<file path="src/aq_cmd_defines.svh">
// Purpose: Constants for the air-quality command controller
// Assumes: 100 MHz mclk
// Notes:   Times kept in their own units, cycle counts derived; BOOT_LAST is given in cycles
`ifndef AQ_CMD_DEFINES_SVH
`define AQ_CMD_DEFINES_SVH
`define CLK_MHZ          100
`define STARTUP_MS       100
`define STORE_MS         500
`define RESTART_MS       100
`define SAMPLE_S         1
`define STARTUP_CYC      (`STARTUP_MS * 1000 * `CLK_MHZ)
`define STORE_CYC        (`STORE_MS * 1000 * `CLK_MHZ)
`define RESTART_CYC      (`RESTART_MS * 1000 * `CLK_MHZ)
`define SAMPLE_CYC       (`SAMPLE_S * 1000000 * `CLK_MHZ)
`define BOOT_LAST        32'h00000003
`define TGT_DEF          16'h0064
`define TGT_MIN          16'h0001
`define TGT_MAX          16'h00fa
`define LRN_DEF          16'h000c
`define LRN_MIN          16'h0001
`define LRN_MAX          16'h0048
`define GATE_DEF         16'h00b4
`define GATE_MAX         16'h02d0
`define SDEV_DEF         16'h0032
`define SDEV_MIN         16'h000a
`define SDEV_MAX         16'h01f4
`define OFS_DEF          16'h0000
`define RSP_STD_WORDS    3'h3
`define RSP_RAW_WORDS    3'h6
`define RSP_TUNE_WORDS   3'h4
`endif

</file>
<file path="src/aq_cmd_pkg.sv">
// Purpose: Types for the air-quality command controller
// Assumes: Nothing beyond the defines header
// Notes:   Command codes are local encodings, not link codes
package aq_cmd_pkg;
	typedef enum logic [3:0] {
		cmd_none,
		cmd_begin_sampling,
		cmd_end_sampling,
		cmd_soft_restart,
		cmd_read_outputs,
		cmd_read_outputs_with_raw,
		cmd_read_temp_offset,
		cmd_write_temp_offset,
		cmd_read_tuning,
		cmd_write_tuning,
		cmd_persist_settings,
		cmd_read_algo_state,
		cmd_write_algo_state
	} cmd_t;
	typedef enum logic [2:0] {
		st_boot,
		st_idle,
		st_measure,
		st_store,
		st_restart
	} mode_t;
endpackage

</file>
<file path="src/aq_cmd_ctrl.sv">
// Purpose: Mode and command controller of the air-quality module
// Assumes: A link front end decodes commands to cmd_t and serialises replies
// Notes:   CRC and byte framing live in the front end; words leave one per cycle
`timescale 1ns/1ps
`include "aq_cmd_defines.svh"

module aq_cmd_ctrl
	import aq_cmd_pkg::*;
#(
	parameter int STARTUP_CYCLES = `STARTUP_CYC,
	parameter int STORE_CYCLES   = `STORE_CYC,
	parameter int RESTART_CYCLES = `RESTART_CYC,
	parameter int SAMPLE_CYCLES  = `SAMPLE_CYC
) (
	input  wire logic        mclk,
	input  wire logic        rst_b,
	input  wire logic        sel_pin,
	input  wire logic        cmd_valid,
	input  wire cmd_t        cmd_code,
	input  wire logic [15:0] cmd_w0,
	input  wire logic [15:0] cmd_w1,
	input  wire logic [15:0] cmd_w2,
	input  wire logic [15:0] cmd_w3,
	input  wire logic [15:0] index_in,
	input  wire logic [15:0] raw_gas_signal,
	input  wire logic [15:0] hum_raw,
	input  wire logic [15:0] temp_raw,
	input  wire logic [63:0] algo_state_in,
	input  wire logic [15:0] nv_ofs,
	input  wire logic [63:0] nv_tune,
	output logic             ready_ff,
	output logic             measuring_ff,
	output logic             uart_mode_ff,
	output logic             ack_ff,
	output logic             err_ff,
	output logic             rsp_valid_ff,
	output logic [15:0]      rsp_word_ff,
	output logic             rsp_last_ff,
	output logic             sample_ff,
	output logic [15:0]      hum_comp_ff,
	output logic [15:0]      temp_comp_ff,
	output logic             nv_write_ff,
	output logic [15:0]      nv_ofs_out_ff,
	output logic [63:0]      nv_tune_out_ff,
	output logic             algo_load_ff,
	output logic [63:0]      algo_state_out_ff
);
	// Clamp a tuning word into its legal window
	function automatic logic [15:0] clamp(input logic [15:0] v, input logic [15:0] lo, input logic [15:0] hi);
		clamp = (v < lo) ? lo : ((v > hi) ? hi : v);
	endfunction

	logic        sel_s1_ff, sel_s2_ff;
	mode_t       mode_ff, nxt_mode;
	logic [31:0] cnt_ff, nxt_cnt;
	logic [31:0] smp_ff, nxt_smp;
	logic [15:0] ofs_ff, nxt_ofs;
	logic [15:0] tune_ff [4];
	logic [15:0] nxt_tune [4];
	logic [63:0] algo_ff, nxt_algo;
	logic        algo_pend_ff, nxt_algo_pend;
	logic [15:0] rsp_buf_ff [6];
	logic [15:0] nxt_rsp_buf [6];
	logic [2:0]  rsp_idx_ff, nxt_rsp_idx;
	logic [2:0]  rsp_len_ff, nxt_rsp_len;
	logic        nxt_ack, nxt_err, nxt_sample, nxt_nv_write, nxt_algo_load, nxt_uart;
	logic        nxt_rsp_valid, nxt_rsp_last;
	logic [15:0] nxt_rsp_word, nxt_hum, nxt_temp;
	logic [15:0] nxt_nv_ofs_out;
	logic [63:0] nxt_nv_tune_out, nxt_algo_out;
	logic        accepted;

	// Select pin comes from outside; two flops before use
	always_ff @(posedge mclk) begin
		sel_s1_ff <= sel_pin;
		sel_s2_ff <= sel_s1_ff;
	end

	// Outside boot and restart a nonzero cnt_ff marks the persist busy time, so no extra state is needed
	assign accepted = cmd_valid && (mode_ff == st_idle || mode_ff == st_measure) && cnt_ff == 32'h0 &&
		rsp_len_ff == 3'h0;

	// Command, mode and parameter next-state logic
	always_comb begin
		nxt_mode        = mode_ff;
		nxt_cnt         = cnt_ff;
		nxt_smp         = smp_ff;
		nxt_ofs         = ofs_ff;
		nxt_tune        = tune_ff;
		nxt_algo        = algo_ff;
		nxt_algo_pend   = algo_pend_ff;
		nxt_rsp_buf     = rsp_buf_ff;
		nxt_rsp_idx     = rsp_idx_ff;
		nxt_rsp_len     = rsp_len_ff;
		nxt_ack         = 1'b0;
		nxt_err         = 1'b0;
		nxt_sample      = 1'b0;
		nxt_nv_write    = 1'b0;
		nxt_algo_load   = 1'b0;
		nxt_uart        = uart_mode_ff;
		nxt_hum         = hum_comp_ff;
		nxt_temp        = temp_comp_ff;
		nxt_nv_ofs_out  = nv_ofs_out_ff;
		nxt_nv_tune_out = nv_tune_out_ff;
		nxt_algo_out    = algo_state_out_ff;
		nxt_rsp_valid   = 1'b0;
		nxt_rsp_last    = 1'b0;
		nxt_rsp_word    = rsp_word_ff;
		// Reply words leave one per cycle from the buffer
		if (rsp_len_ff != 3'h0) begin
			nxt_rsp_valid = 1'b1;
			nxt_rsp_word  = rsp_buf_ff[rsp_idx_ff];
			nxt_rsp_last  = (rsp_idx_ff + 3'h1) == rsp_len_ff;
			nxt_rsp_idx   = rsp_idx_ff + 3'h1;
			if (nxt_rsp_last) begin
				nxt_rsp_len = 3'h0;
				nxt_rsp_idx = 3'h0;
			end
		end
		case (mode_ff)
			st_boot, st_restart: begin
				// Boot latency kept short so the 100 ms limit holds with margin
				nxt_cnt = cnt_ff + 32'h1;
				if (cnt_ff == 32'h0) begin
					nxt_ofs     = nv_ofs;
					nxt_tune[0] = clamp(nv_tune[15:0], `TGT_MIN, `TGT_MAX);
					nxt_tune[1] = clamp(nv_tune[31:16], `LRN_MIN, `LRN_MAX);
					nxt_tune[2] = clamp(nv_tune[47:32], 16'h0000, `GATE_MAX);
					nxt_tune[3] = clamp(nv_tune[63:48], `SDEV_MIN, `SDEV_MAX);
					nxt_algo_pend = 1'b0;
					nxt_uart = sel_s2_ff;
				end
				if (cnt_ff >= `BOOT_LAST) begin
					nxt_mode = st_idle;
					nxt_cnt  = 32'h0;
				end
			end
			st_measure: begin
				// Sampling runs off its own counter, never off reads
				nxt_smp = smp_ff + 32'h1;
				if (smp_ff >= 32'(SAMPLE_CYCLES - 1)) begin
					nxt_smp    = 32'h0;
					nxt_sample = 1'b1;
					nxt_hum    = hum_raw;
					nxt_temp   = temp_raw - ofs_ff;
				end
			end
			default: ;
		endcase
		// Persist busy time runs beside the mode, so measuring and sampling carry on
		if ((mode_ff == st_idle || mode_ff == st_measure) && cnt_ff != 32'h0) begin
			nxt_cnt = cnt_ff + 32'h1;
			if (cnt_ff >= 32'(STORE_CYCLES)) begin
				nxt_cnt = 32'h0;
			end
		end
		if (accepted) begin
			nxt_ack = 1'b1;
			case (cmd_code)
				cmd_begin_sampling: begin
					if (mode_ff == st_idle) begin
						nxt_mode = st_measure;
						nxt_smp  = 32'h0;
						if (algo_pend_ff) begin
							nxt_algo_load = 1'b1;
							nxt_algo_pend = 1'b0;
						end
					end
				end
				cmd_end_sampling: nxt_mode = st_idle;
				cmd_soft_restart: begin
					nxt_mode = st_restart;
					nxt_cnt  = 32'h0;
				end
				cmd_read_outputs, cmd_read_outputs_with_raw: begin
					nxt_rsp_buf[0] = index_in;
					nxt_rsp_buf[1] = hum_comp_ff;
					nxt_rsp_buf[2] = temp_comp_ff;
					nxt_rsp_buf[3] = raw_gas_signal;
					nxt_rsp_buf[4] = hum_raw;
					nxt_rsp_buf[5] = temp_raw;
					nxt_rsp_len = (cmd_code == cmd_read_outputs) ? `RSP_STD_WORDS : `RSP_RAW_WORDS;
				end
				cmd_read_temp_offset: begin
					nxt_rsp_buf[0] = ofs_ff;
					nxt_rsp_len    = 3'h1;
				end
				cmd_write_temp_offset: begin
					if (mode_ff == st_idle) nxt_ofs = cmd_w0;
					else nxt_err = 1'b1;
				end
				cmd_read_tuning, cmd_read_algo_state: begin
					for (int i = 0; i < 4; i++) begin
						nxt_rsp_buf[i] = (cmd_code == cmd_read_tuning) ? tune_ff[i] : algo_state_in[16*i +: 16];
					end
					nxt_rsp_len = `RSP_TUNE_WORDS;
				end
				cmd_write_tuning: begin
					nxt_tune[0] = clamp(cmd_w0, `TGT_MIN, `TGT_MAX);
					nxt_tune[1] = clamp(cmd_w1, `LRN_MIN, `LRN_MAX);
					nxt_tune[2] = clamp(cmd_w2, 16'h0000, `GATE_MAX);
					nxt_tune[3] = clamp(cmd_w3, `SDEV_MIN, `SDEV_MAX);
				end
				cmd_persist_settings: begin
					nxt_nv_write    = 1'b1;
					nxt_nv_ofs_out  = ofs_ff;
					nxt_nv_tune_out = {tune_ff[3], tune_ff[2], tune_ff[1], tune_ff[0]};
					nxt_cnt         = 32'h1;
				end
				cmd_write_algo_state: begin
					if (mode_ff == st_idle) begin
						nxt_algo = {cmd_w3, cmd_w2, cmd_w1, cmd_w0};
						nxt_algo_out  = {cmd_w3, cmd_w2, cmd_w1, cmd_w0};
						nxt_algo_pend = 1'b1;
					end else begin
						nxt_err = 1'b1;
					end
				end
				default: nxt_err = 1'b1;
			endcase
		end
	end

	// Registers; boot counts from zero on every reset
	always_ff @(posedge mclk) begin
		if (!rst_b) begin
			mode_ff      <= st_boot;
			cnt_ff       <= 32'h0;
			smp_ff       <= 32'h0;
			ofs_ff       <= `OFS_DEF;
			tune_ff[0]   <= `TGT_DEF;
			tune_ff[1]   <= `LRN_DEF;
			tune_ff[2]   <= `GATE_DEF;
			tune_ff[3]   <= `SDEV_DEF;
			algo_ff      <= 64'h0;
			algo_pend_ff <= 1'b0;
			for (int i = 0; i < 6; i++) rsp_buf_ff[i] <= 16'h0000;
			rsp_idx_ff   <= 3'h0;
			rsp_len_ff   <= 3'h0;
			ready_ff     <= 1'b0;
			measuring_ff <= 1'b0;
			uart_mode_ff <= 1'b1;
			ack_ff       <= 1'b0;
			err_ff       <= 1'b0;
			rsp_valid_ff <= 1'b0;
			rsp_word_ff  <= 16'h0000;
			rsp_last_ff  <= 1'b0;
			sample_ff    <= 1'b0;
			hum_comp_ff  <= 16'h0000;
			temp_comp_ff <= 16'h0000;
			nv_write_ff  <= 1'b0;
			nv_ofs_out_ff     <= 16'h0000;
			nv_tune_out_ff    <= 64'h0;
			algo_load_ff      <= 1'b0;
			algo_state_out_ff <= 64'h0;
		end else begin
			mode_ff      <= nxt_mode;
			cnt_ff       <= nxt_cnt;
			smp_ff       <= nxt_smp;
			ofs_ff       <= nxt_ofs;
			tune_ff      <= nxt_tune;
			algo_ff      <= nxt_algo;
			algo_pend_ff <= nxt_algo_pend;
			rsp_buf_ff   <= nxt_rsp_buf;
			rsp_idx_ff   <= nxt_rsp_idx;
			rsp_len_ff   <= nxt_rsp_len;
			ready_ff     <= ((nxt_mode == st_idle) || (nxt_mode == st_measure)) && nxt_cnt == 32'h0;
			measuring_ff <= nxt_mode == st_measure;
			uart_mode_ff <= nxt_uart;
			ack_ff       <= nxt_ack;
			err_ff       <= nxt_err;
			rsp_valid_ff <= nxt_rsp_valid;
			rsp_word_ff  <= nxt_rsp_word;
			rsp_last_ff  <= nxt_rsp_last;
			sample_ff    <= nxt_sample;
			hum_comp_ff  <= nxt_hum;
			temp_comp_ff <= nxt_temp;
			nv_write_ff  <= nxt_nv_write;
			nv_ofs_out_ff     <= nxt_nv_ofs_out;
			nv_tune_out_ff    <= nxt_nv_tune_out;
			algo_load_ff      <= nxt_algo_load;
			algo_state_out_ff <= nxt_algo_out;
		end
	end
endmodule

</file>
<file path="config.mk">
export PLATFORM = sky130hd
export DESIGN_NAME = aq_cmd_ctrl
export DESIGN_NICKNAME = d
export VERILOG_FILES = /design/src/aq_cmd_pkg.sv /design/src/aq_cmd_ctrl.sv
export VERILOG_INCLUDE_DIRS = /design/src /design/src/src
export SDC_FILE = /design/constraint.sdc
export NUM_CORES = 1
export LEC_CHECK = 0
export ABC_AREA = 1
export CELL_PAD_IN_SITES_DETAIL_PLACEMENT = 1
export CELL_PAD_IN_SITES_GLOBAL_PLACEMENT = 2
export CORE_MARGIN = 3
export CORE_UTILIZATION = 32
export CTS_BUF_LIST = sky130_fd_sc_hd__clkbuf_4 sky130_fd_sc_hd__clkbuf_8 sky130_fd_sc_hd__clkbuf_16
export CTS_CLUSTER_DIAMETER = 60
export DETAILED_ROUTE_END_ITERATION = 8
export DONT_BUFFER_PORTS = 1
export PLACE_DENSITY_LB_ADDON = 0.1
export SLEW_MARGIN = 20
export SYNTH_ARGS = -nofsm -noshare
export SYNTH_HDL_FRONTEND = slang
export SYNTH_SLANG_ARGS = --single-unit
</file>
<file path="constraint.sdc">
create_clock -name mclk -period 2.2 [get_ports mclk]
set_input_delay 0.44 -clock mclk [delete_from_list [all_inputs] [get_ports mclk]]
set_output_delay 0.44 -clock mclk [all_outputs]
set_load 0.05 [all_outputs]
</file>
=== Word level (Yosys, flattened, before mapping) ===
Index checks and enable logic that the tools add are counted.
W data, S select, Z words.

* Flip-flop bits (word level): 454
* Output and inout bits: 202

* Add/sub/neg operators: 4
* Order comparisons: 20
* Equality and inequality tests: 18
* Multiplexer cells: 70
* Bitwise operators: 1
* Reduce and logical (&&, ||, !) cells: 31

{| class="wikitable"
|+ Operators with widths
! operator !! number
|-
| $mux W16 || 27
|-
| $mux W32 || 10
|-
| $mux W64 || 4
|-
| $lt A16 B1 Y1 const B || 6
|-
| $pmux W48 S2 || 1
|-
| $add A32 B1 Y32 const B || 2
|-
| $logic_not A32 Y1 || 2
|-
| $pmux W32 S2 || 1
|-
| $bmux W16 S3 || 1
|-
| $pmux W16 S3 || 1
|-
| $ge A32 B2 Y1 const B || 1
|-
| $ge A32 B26 Y1 const B || 1
|-
| $ge A32 B27 Y1 const B || 1
|-
| $gt A16 B10 Y1 const B || 2
|-
| $gt A16 B7 Y1 const B || 2
|-
| $gt A16 B8 Y1 const B || 2
|-
| $gt A16 B9 Y1 const B || 2
|-
| $lt A16 B4 Y1 const B || 2
|-
| $reduce_bool A32 Y1 || 1
|-
| $mux W3 || 9
|-
| $eq A4 B4 Y1 const B || 5
|-
| $pmux W3 S3 || 2
|-
| $reduce_and A2 Y1 || 9
|-
| $eq A4 B3 Y1 const B || 4
|-
| other kinds (21) || 46
|}

=== Logic depth before layout (Yosys ltp) ===
* Depth in word-level cells: 9
* Gate-level depth with buffers: 17
* Gate-level depth less buffers: 16

=== Worst setup path after synthesis ===
No wires, ideal clock.

* Path kind: input to register
* Start: input port temp_raw[0]
* End: register temp_comp_ff[10]
* Library setup time: 0.120 ns
* Data arrival time: 2.096 ns
* Path slack: -0.016 ns
* Stages on the path: 10
* Path buffers: 0
* Cell sequence: inv_1 -> ha_1 -> fa_1 -> o21ai_0 -> a31oi_1 -> o21ai_0 -> nand2_1 -> nand2_1 -> xnor2_1 -> a21oi_1

* Word-level cells in the longest chain between the ends: 1

{| class="wikitable"
|+ RTL lines
! element !! RTL line !! RTL
|-
| start: declaration || aq_cmd_ctrl.sv:27 || <nowiki>input wire logic [15:0] temp_raw,</nowiki>
|-
| $sub A16 B16 Y16 || aq_cmd_ctrl.sv:145 || <nowiki>nxt_temp = temp_raw - ofs_ff;</nowiki>
|-
| end signal: assignment || aq_cmd_ctrl.sv:277 || <nowiki>temp_comp_ff <= nxt_temp;</nowiki>
|-
| end: declaration || aq_cmd_ctrl.sv:41 || <nowiki>output logic [15:0] temp_comp_ff,</nowiki>
|}

No other way between the ends.
A chain may end at the register's enable or synchronous reset.

=== Worst setup path after layout ===
* Start: register cnt_ff[20]
* End: register algo_state_out_ff[24]

* Word-level cells in the longest chain between the ends: 4

{| class="wikitable"
|+ RTL lines
! element !! RTL line !! RTL
|-
| start: declaration || aq_cmd_ctrl.sv:55 || <nowiki>logic [31:0] cnt_ff, nxt_cnt;</nowiki>
|-
| start signal: assignment || aq_cmd_ctrl.sv:258 || <nowiki>cnt_ff <= nxt_cnt;</nowiki>
|-
| $logic_not A32 Y1 || aq_cmd_ctrl.sv:80 || <nowiki>assign accepted = cmd_valid && (mode_ff == st_idle || mode_ff == st_measure) && cnt_ff == 32'h0 &&</nowiki>
|-
| $logic_and A1 B1 Y1 (2 in a row) || aq_cmd_ctrl.sv:80 ||
|-
| $reduce_and A3 Y1 (no source line) || - ||
|-
| end signal: assignment || aq_cmd_ctrl.sv:282 || <nowiki>algo_state_out_ff <= nxt_algo_out;</nowiki>
|-
| end: declaration || aq_cmd_ctrl.sv:46 || <nowiki>output logic [63:0] algo_state_out_ff</nowiki>
|}

No other way between the ends.

==> results.py <==
metrics = {
    "setup_path": {
        "timing.critical_path.mode_cell": "buf_6",
        "max_stage_delay_ns": 0.32,
        "worstSetupEndpointType": "flip-flop",
        "cp_slowest_cell": "bufbuf_16",
        "critical_path.cell_chain": "nor2_1, nand2_1, nor2_4, buf_6, nand3_2, nor2_2, buf_6, nand2_8, inv_8, buf_6, nand3_4, buf_12, bufbuf_16, a21oi_1",
        "crit_fanout": 23,
        "critPathBufInv": 6,
        "startpoint_type": "flip-flop",
        "required_ns": 2.76,
        "worstSetupPathType": "reg2reg",
        "cp_top_family": "buffers and inverters",
        "crit_arrival_ns": 2.91,
    },
    "clock_tree": {
        "cts_buffers": 60,
        "clock_path_buffers": 3,
        "cts_tree": "yes",
        "cts.sinks": 454,
        "clk_latency_ns": 0.65,
        "htreeDepth": 2,
        "cts.clk_slew.worst_paths_ns": 0.06,
        "clockRootBuffer": "clkbuf_16",
    },
    "logic_synthesis": {
        "avgSynthCellArea_um2": 7.15,
        "yosysUniqueCellTypes": 65,
        "syn-num-nets": 3341,
        "ys_seq_area_frac": 0.418,
        "ys.warnings.count": 0,
        "ys.flop_type": "dfxtp_1",
        "yosys-top-cells-area": "dfxtp_1, o21ai_0, a21oi_1",
        "synth-seq-cells": 454,
        "netlist_area_mm2": 0.0217,
        "synth_top_area_frac": 0.418,
        "synth_top_cell_by_area": "dfxtp_1",
        "synth-edff-count": 0,
        "ys_async_sr_fraction": 0,
        "syn-instance-count": 3041,
    },
    "detailed_routing": {
        "routed_via_density": 5.47,
        "drc": 0,
        "num_vias": 23500,
        "drt_wl_total_mm": 112,
        "drt-wirelength-per-cell_um": 26.0,
        "antenna_left": 0,
        "drt_iter0_drc": 1702,
        "first_pass_iters": 5,
    },
    "floorplan": {
        "die-area_mm2": 0.0711,
        "rows": 94,
        "die_h_um": 267,
        "core_mm2": 0.0666,
        "ioPinCount": 482,
        "fp.dieW_um": 267,
        "start_util": 0.327,
    },
    "final_layout": {
        "fin_nets": 3679,
        "drive_above_1_share": 0.202,
        "syn2layout_area_growth_pct": 37.7,
        "fin_util": 0.450,
    },
    "global_routing": {
        "grt_pass1_wl_mm": 154,
        "grt_max_degree": 259,
        "grt_pass1_vias": 23400,
        "antenna_found_initial": 24,
        "grtUsageTotal": 0.285,
        "grt.overflow.total": 0,
    },
    "timing": {
        "skew_ns": 0.0277,
        "fin_ws_ns": -0.146,
        "period_share": 1.07,
        "slew_headroom": 0.424,
        "worst_pin_slew_ns": 0.854,
        "drv_slew": 0,
        "clock.fmax_mhz": 426,
        "hold_violations": 0,
        "setup_viol": 98,
        "rsz0062_at_grt": "yes",
        "layout_min_cycle_time_ns": 2.35,
    },
    "min_path": {
        "worstHoldPathType": "in2reg",
    },
    "pwr": {
        "powerDensity_mw_per_mm2": 876,
        "peakVddDrop_mv": 0.652,
        "p_leak_nw": 11.8,
    },
    "placed_design": {
        "gp_congestion": 0.895,
        "numPortBuffers": 0,
        "place_ws_ns": -0.268,
        "dp_hpwl_mm": 77.6,
    },
    "outcome": {
        "outcome": "complete, but fails checks",
        "violations": "setup timing",
    },
    "job": {
        "maxCapViolations": 0,
    },
}
==> cells in the final DEF, fill, tap and decap left out, types with 29 or more instances in the layout <==
master,instances
dfxtp_1,447
inv_1,377
o21ai_0,364
nand2_1,347
nor2_1,317
a21oi_1,310
buf_4,241
dlygate4sd3_1,111
clkbuf_16,89
nand3_1,87
o21ai_1,54
o21ai_2,45
a21oi_2,42
nor3_1,40
a2bb2oi_1,39
nor4_1,37
buf_12,35
nand4_1,29
==> synthesized netlist by cell type, drive strengths merged (2+ instances only) <==
cell / instances
clkinv: 3
o311ai: 3
a32oi: 2
a31oi: 26
a22oi: 3
inv: 402
nor4: 41
buf: 72
a2bb2oi: 39
o32ai: 17
nand3: 103
o22ai: 19
xnor2: 11
nand2: 369
a311oi: 15
o2111ai: 2
nand4: 29
nor3: 46
or2: 2
xor2: 18
a21oi: 356
dfxtp: 454
o21ai: 471
nand3b: 4
nor3b: 6
a221oi: 7
a211oi: 11
clkbuf: 111
o31ai: 7
nor2: 353
o211ai: 7
a21o: 2
o21bai: 2
ha: 19
==> through the flow <==
step,hold slack (ns),TNS (ns),instance area [um2],power [W],std cells
floorplan,0.310,0,21700,0.0125,3041
CTS,0.000516,-0.0442,27800,0.0258,4223
global placement,0.320,-12.91,24200,0.0150,3989
detailed placement,0.314,-21.04,24200,0.0151,3989
global route,0.00320,-21.36,29900,0.0274,4295
finish,0.000185,-3.92,29900,0.0262,4306
==> layout make-up <==
cell class	instances	area [um2]
multi-input combinational	2004	11100
clock buffer	77	1710
timing repair buffer	454	5000
tap	864	1080
clock inverter	34	364
inverter	405	1550
antenna	14	35.0
fill	8034	36600
sequential	454	9100
==> worst paths after layout <==
kind,slack (ns),from,cells past startpoint,end
worst min register to register,0.34,sel_s1_ff,0,sel_s2_ff
worst max-delay path,-0.15,cnt_ff[20],14,algo_state_out_ff[24]
worst max register to register,-0.15,cnt_ff[20],14,algo_state_out_ff[24]
worst min-delay path,0.0002,cmd_w0[5],2,tune_ff[53]
==> timing repair <==
| item | 4_1_cts | 5_1_grt |
|---|---|---|
| gates resized for setup | 66 | 285 |
| gates cloned | 10 | 38 |
| buffers inserted | 2 | 30 |
| pin swaps | 6 | 45 |
| hold endpoints to repair | 164 | 2 |
| hold buffers | 111 | 2 |
| endpoints found under the setup margin | 252 | 318 |
==> logic make-up (layout without fill, tap and decap cells) <==
| group | after synthesis | in the layout | synth area share |
|---|---|---|---|
| AOI/OAI and AO/OA | 995 | 995 | 0.252 |
| xor gates and xnor gates | 29 | 29 | 0.0117 |
| buffers and inverters | 588 | 970 | 0.113 |
| DFF | 454 | 454 | 0.418 |
| other | 0 | 14 | 0 |
| adders and majority gates | 20 | 20 | 0.0119 |
| and+or+nand+nor | 955 | 960 | 0.193 |
==> sequential cells by signal, indices dropped and copies added, names as in the netlist, 3 cells and up <==
name               count
algo_state_out_ff     64
cnt_ff                32
hum_comp_ff           16
mode_ff                3
nv_ofs_out_ff         16
nv_tune_out_ff        64
ofs_ff                16
rsp_buf_ff            96
rsp_idx_ff             3
rsp_len_ff             3
rsp_word_ff           16
smp_ff                32
temp_comp_ff          16
tune_ff               64
==> layer usage <==
layer / up-vias / wire [um] / GRT usage / part of all wire
li1: 11000 / - / - / -
met1: 11600 / 47000 / 0.353 / 0.42
met2: 736 / 53100 / 0.490 / 0.47
met4: 18 / 3790 / 0.0852 / 0.034
met3: 196 / 8160 / 0.0708 / 0.073
met5: - / 126 / 0 / 0.0011
==> power breakdown <==
part / switching [W] / total, W / internal [W]
Sequential: 0.000841 / 0.00957 / 0.00873
Combinational: 0.00369 / 0.00637 / 0.00268
Clock: 0.00418 / 0.0103 / 0.00611
Total: 0.00871 / 0.0262 / 0.0175
No activity file was read; power rests on OpenSTA's default activity.
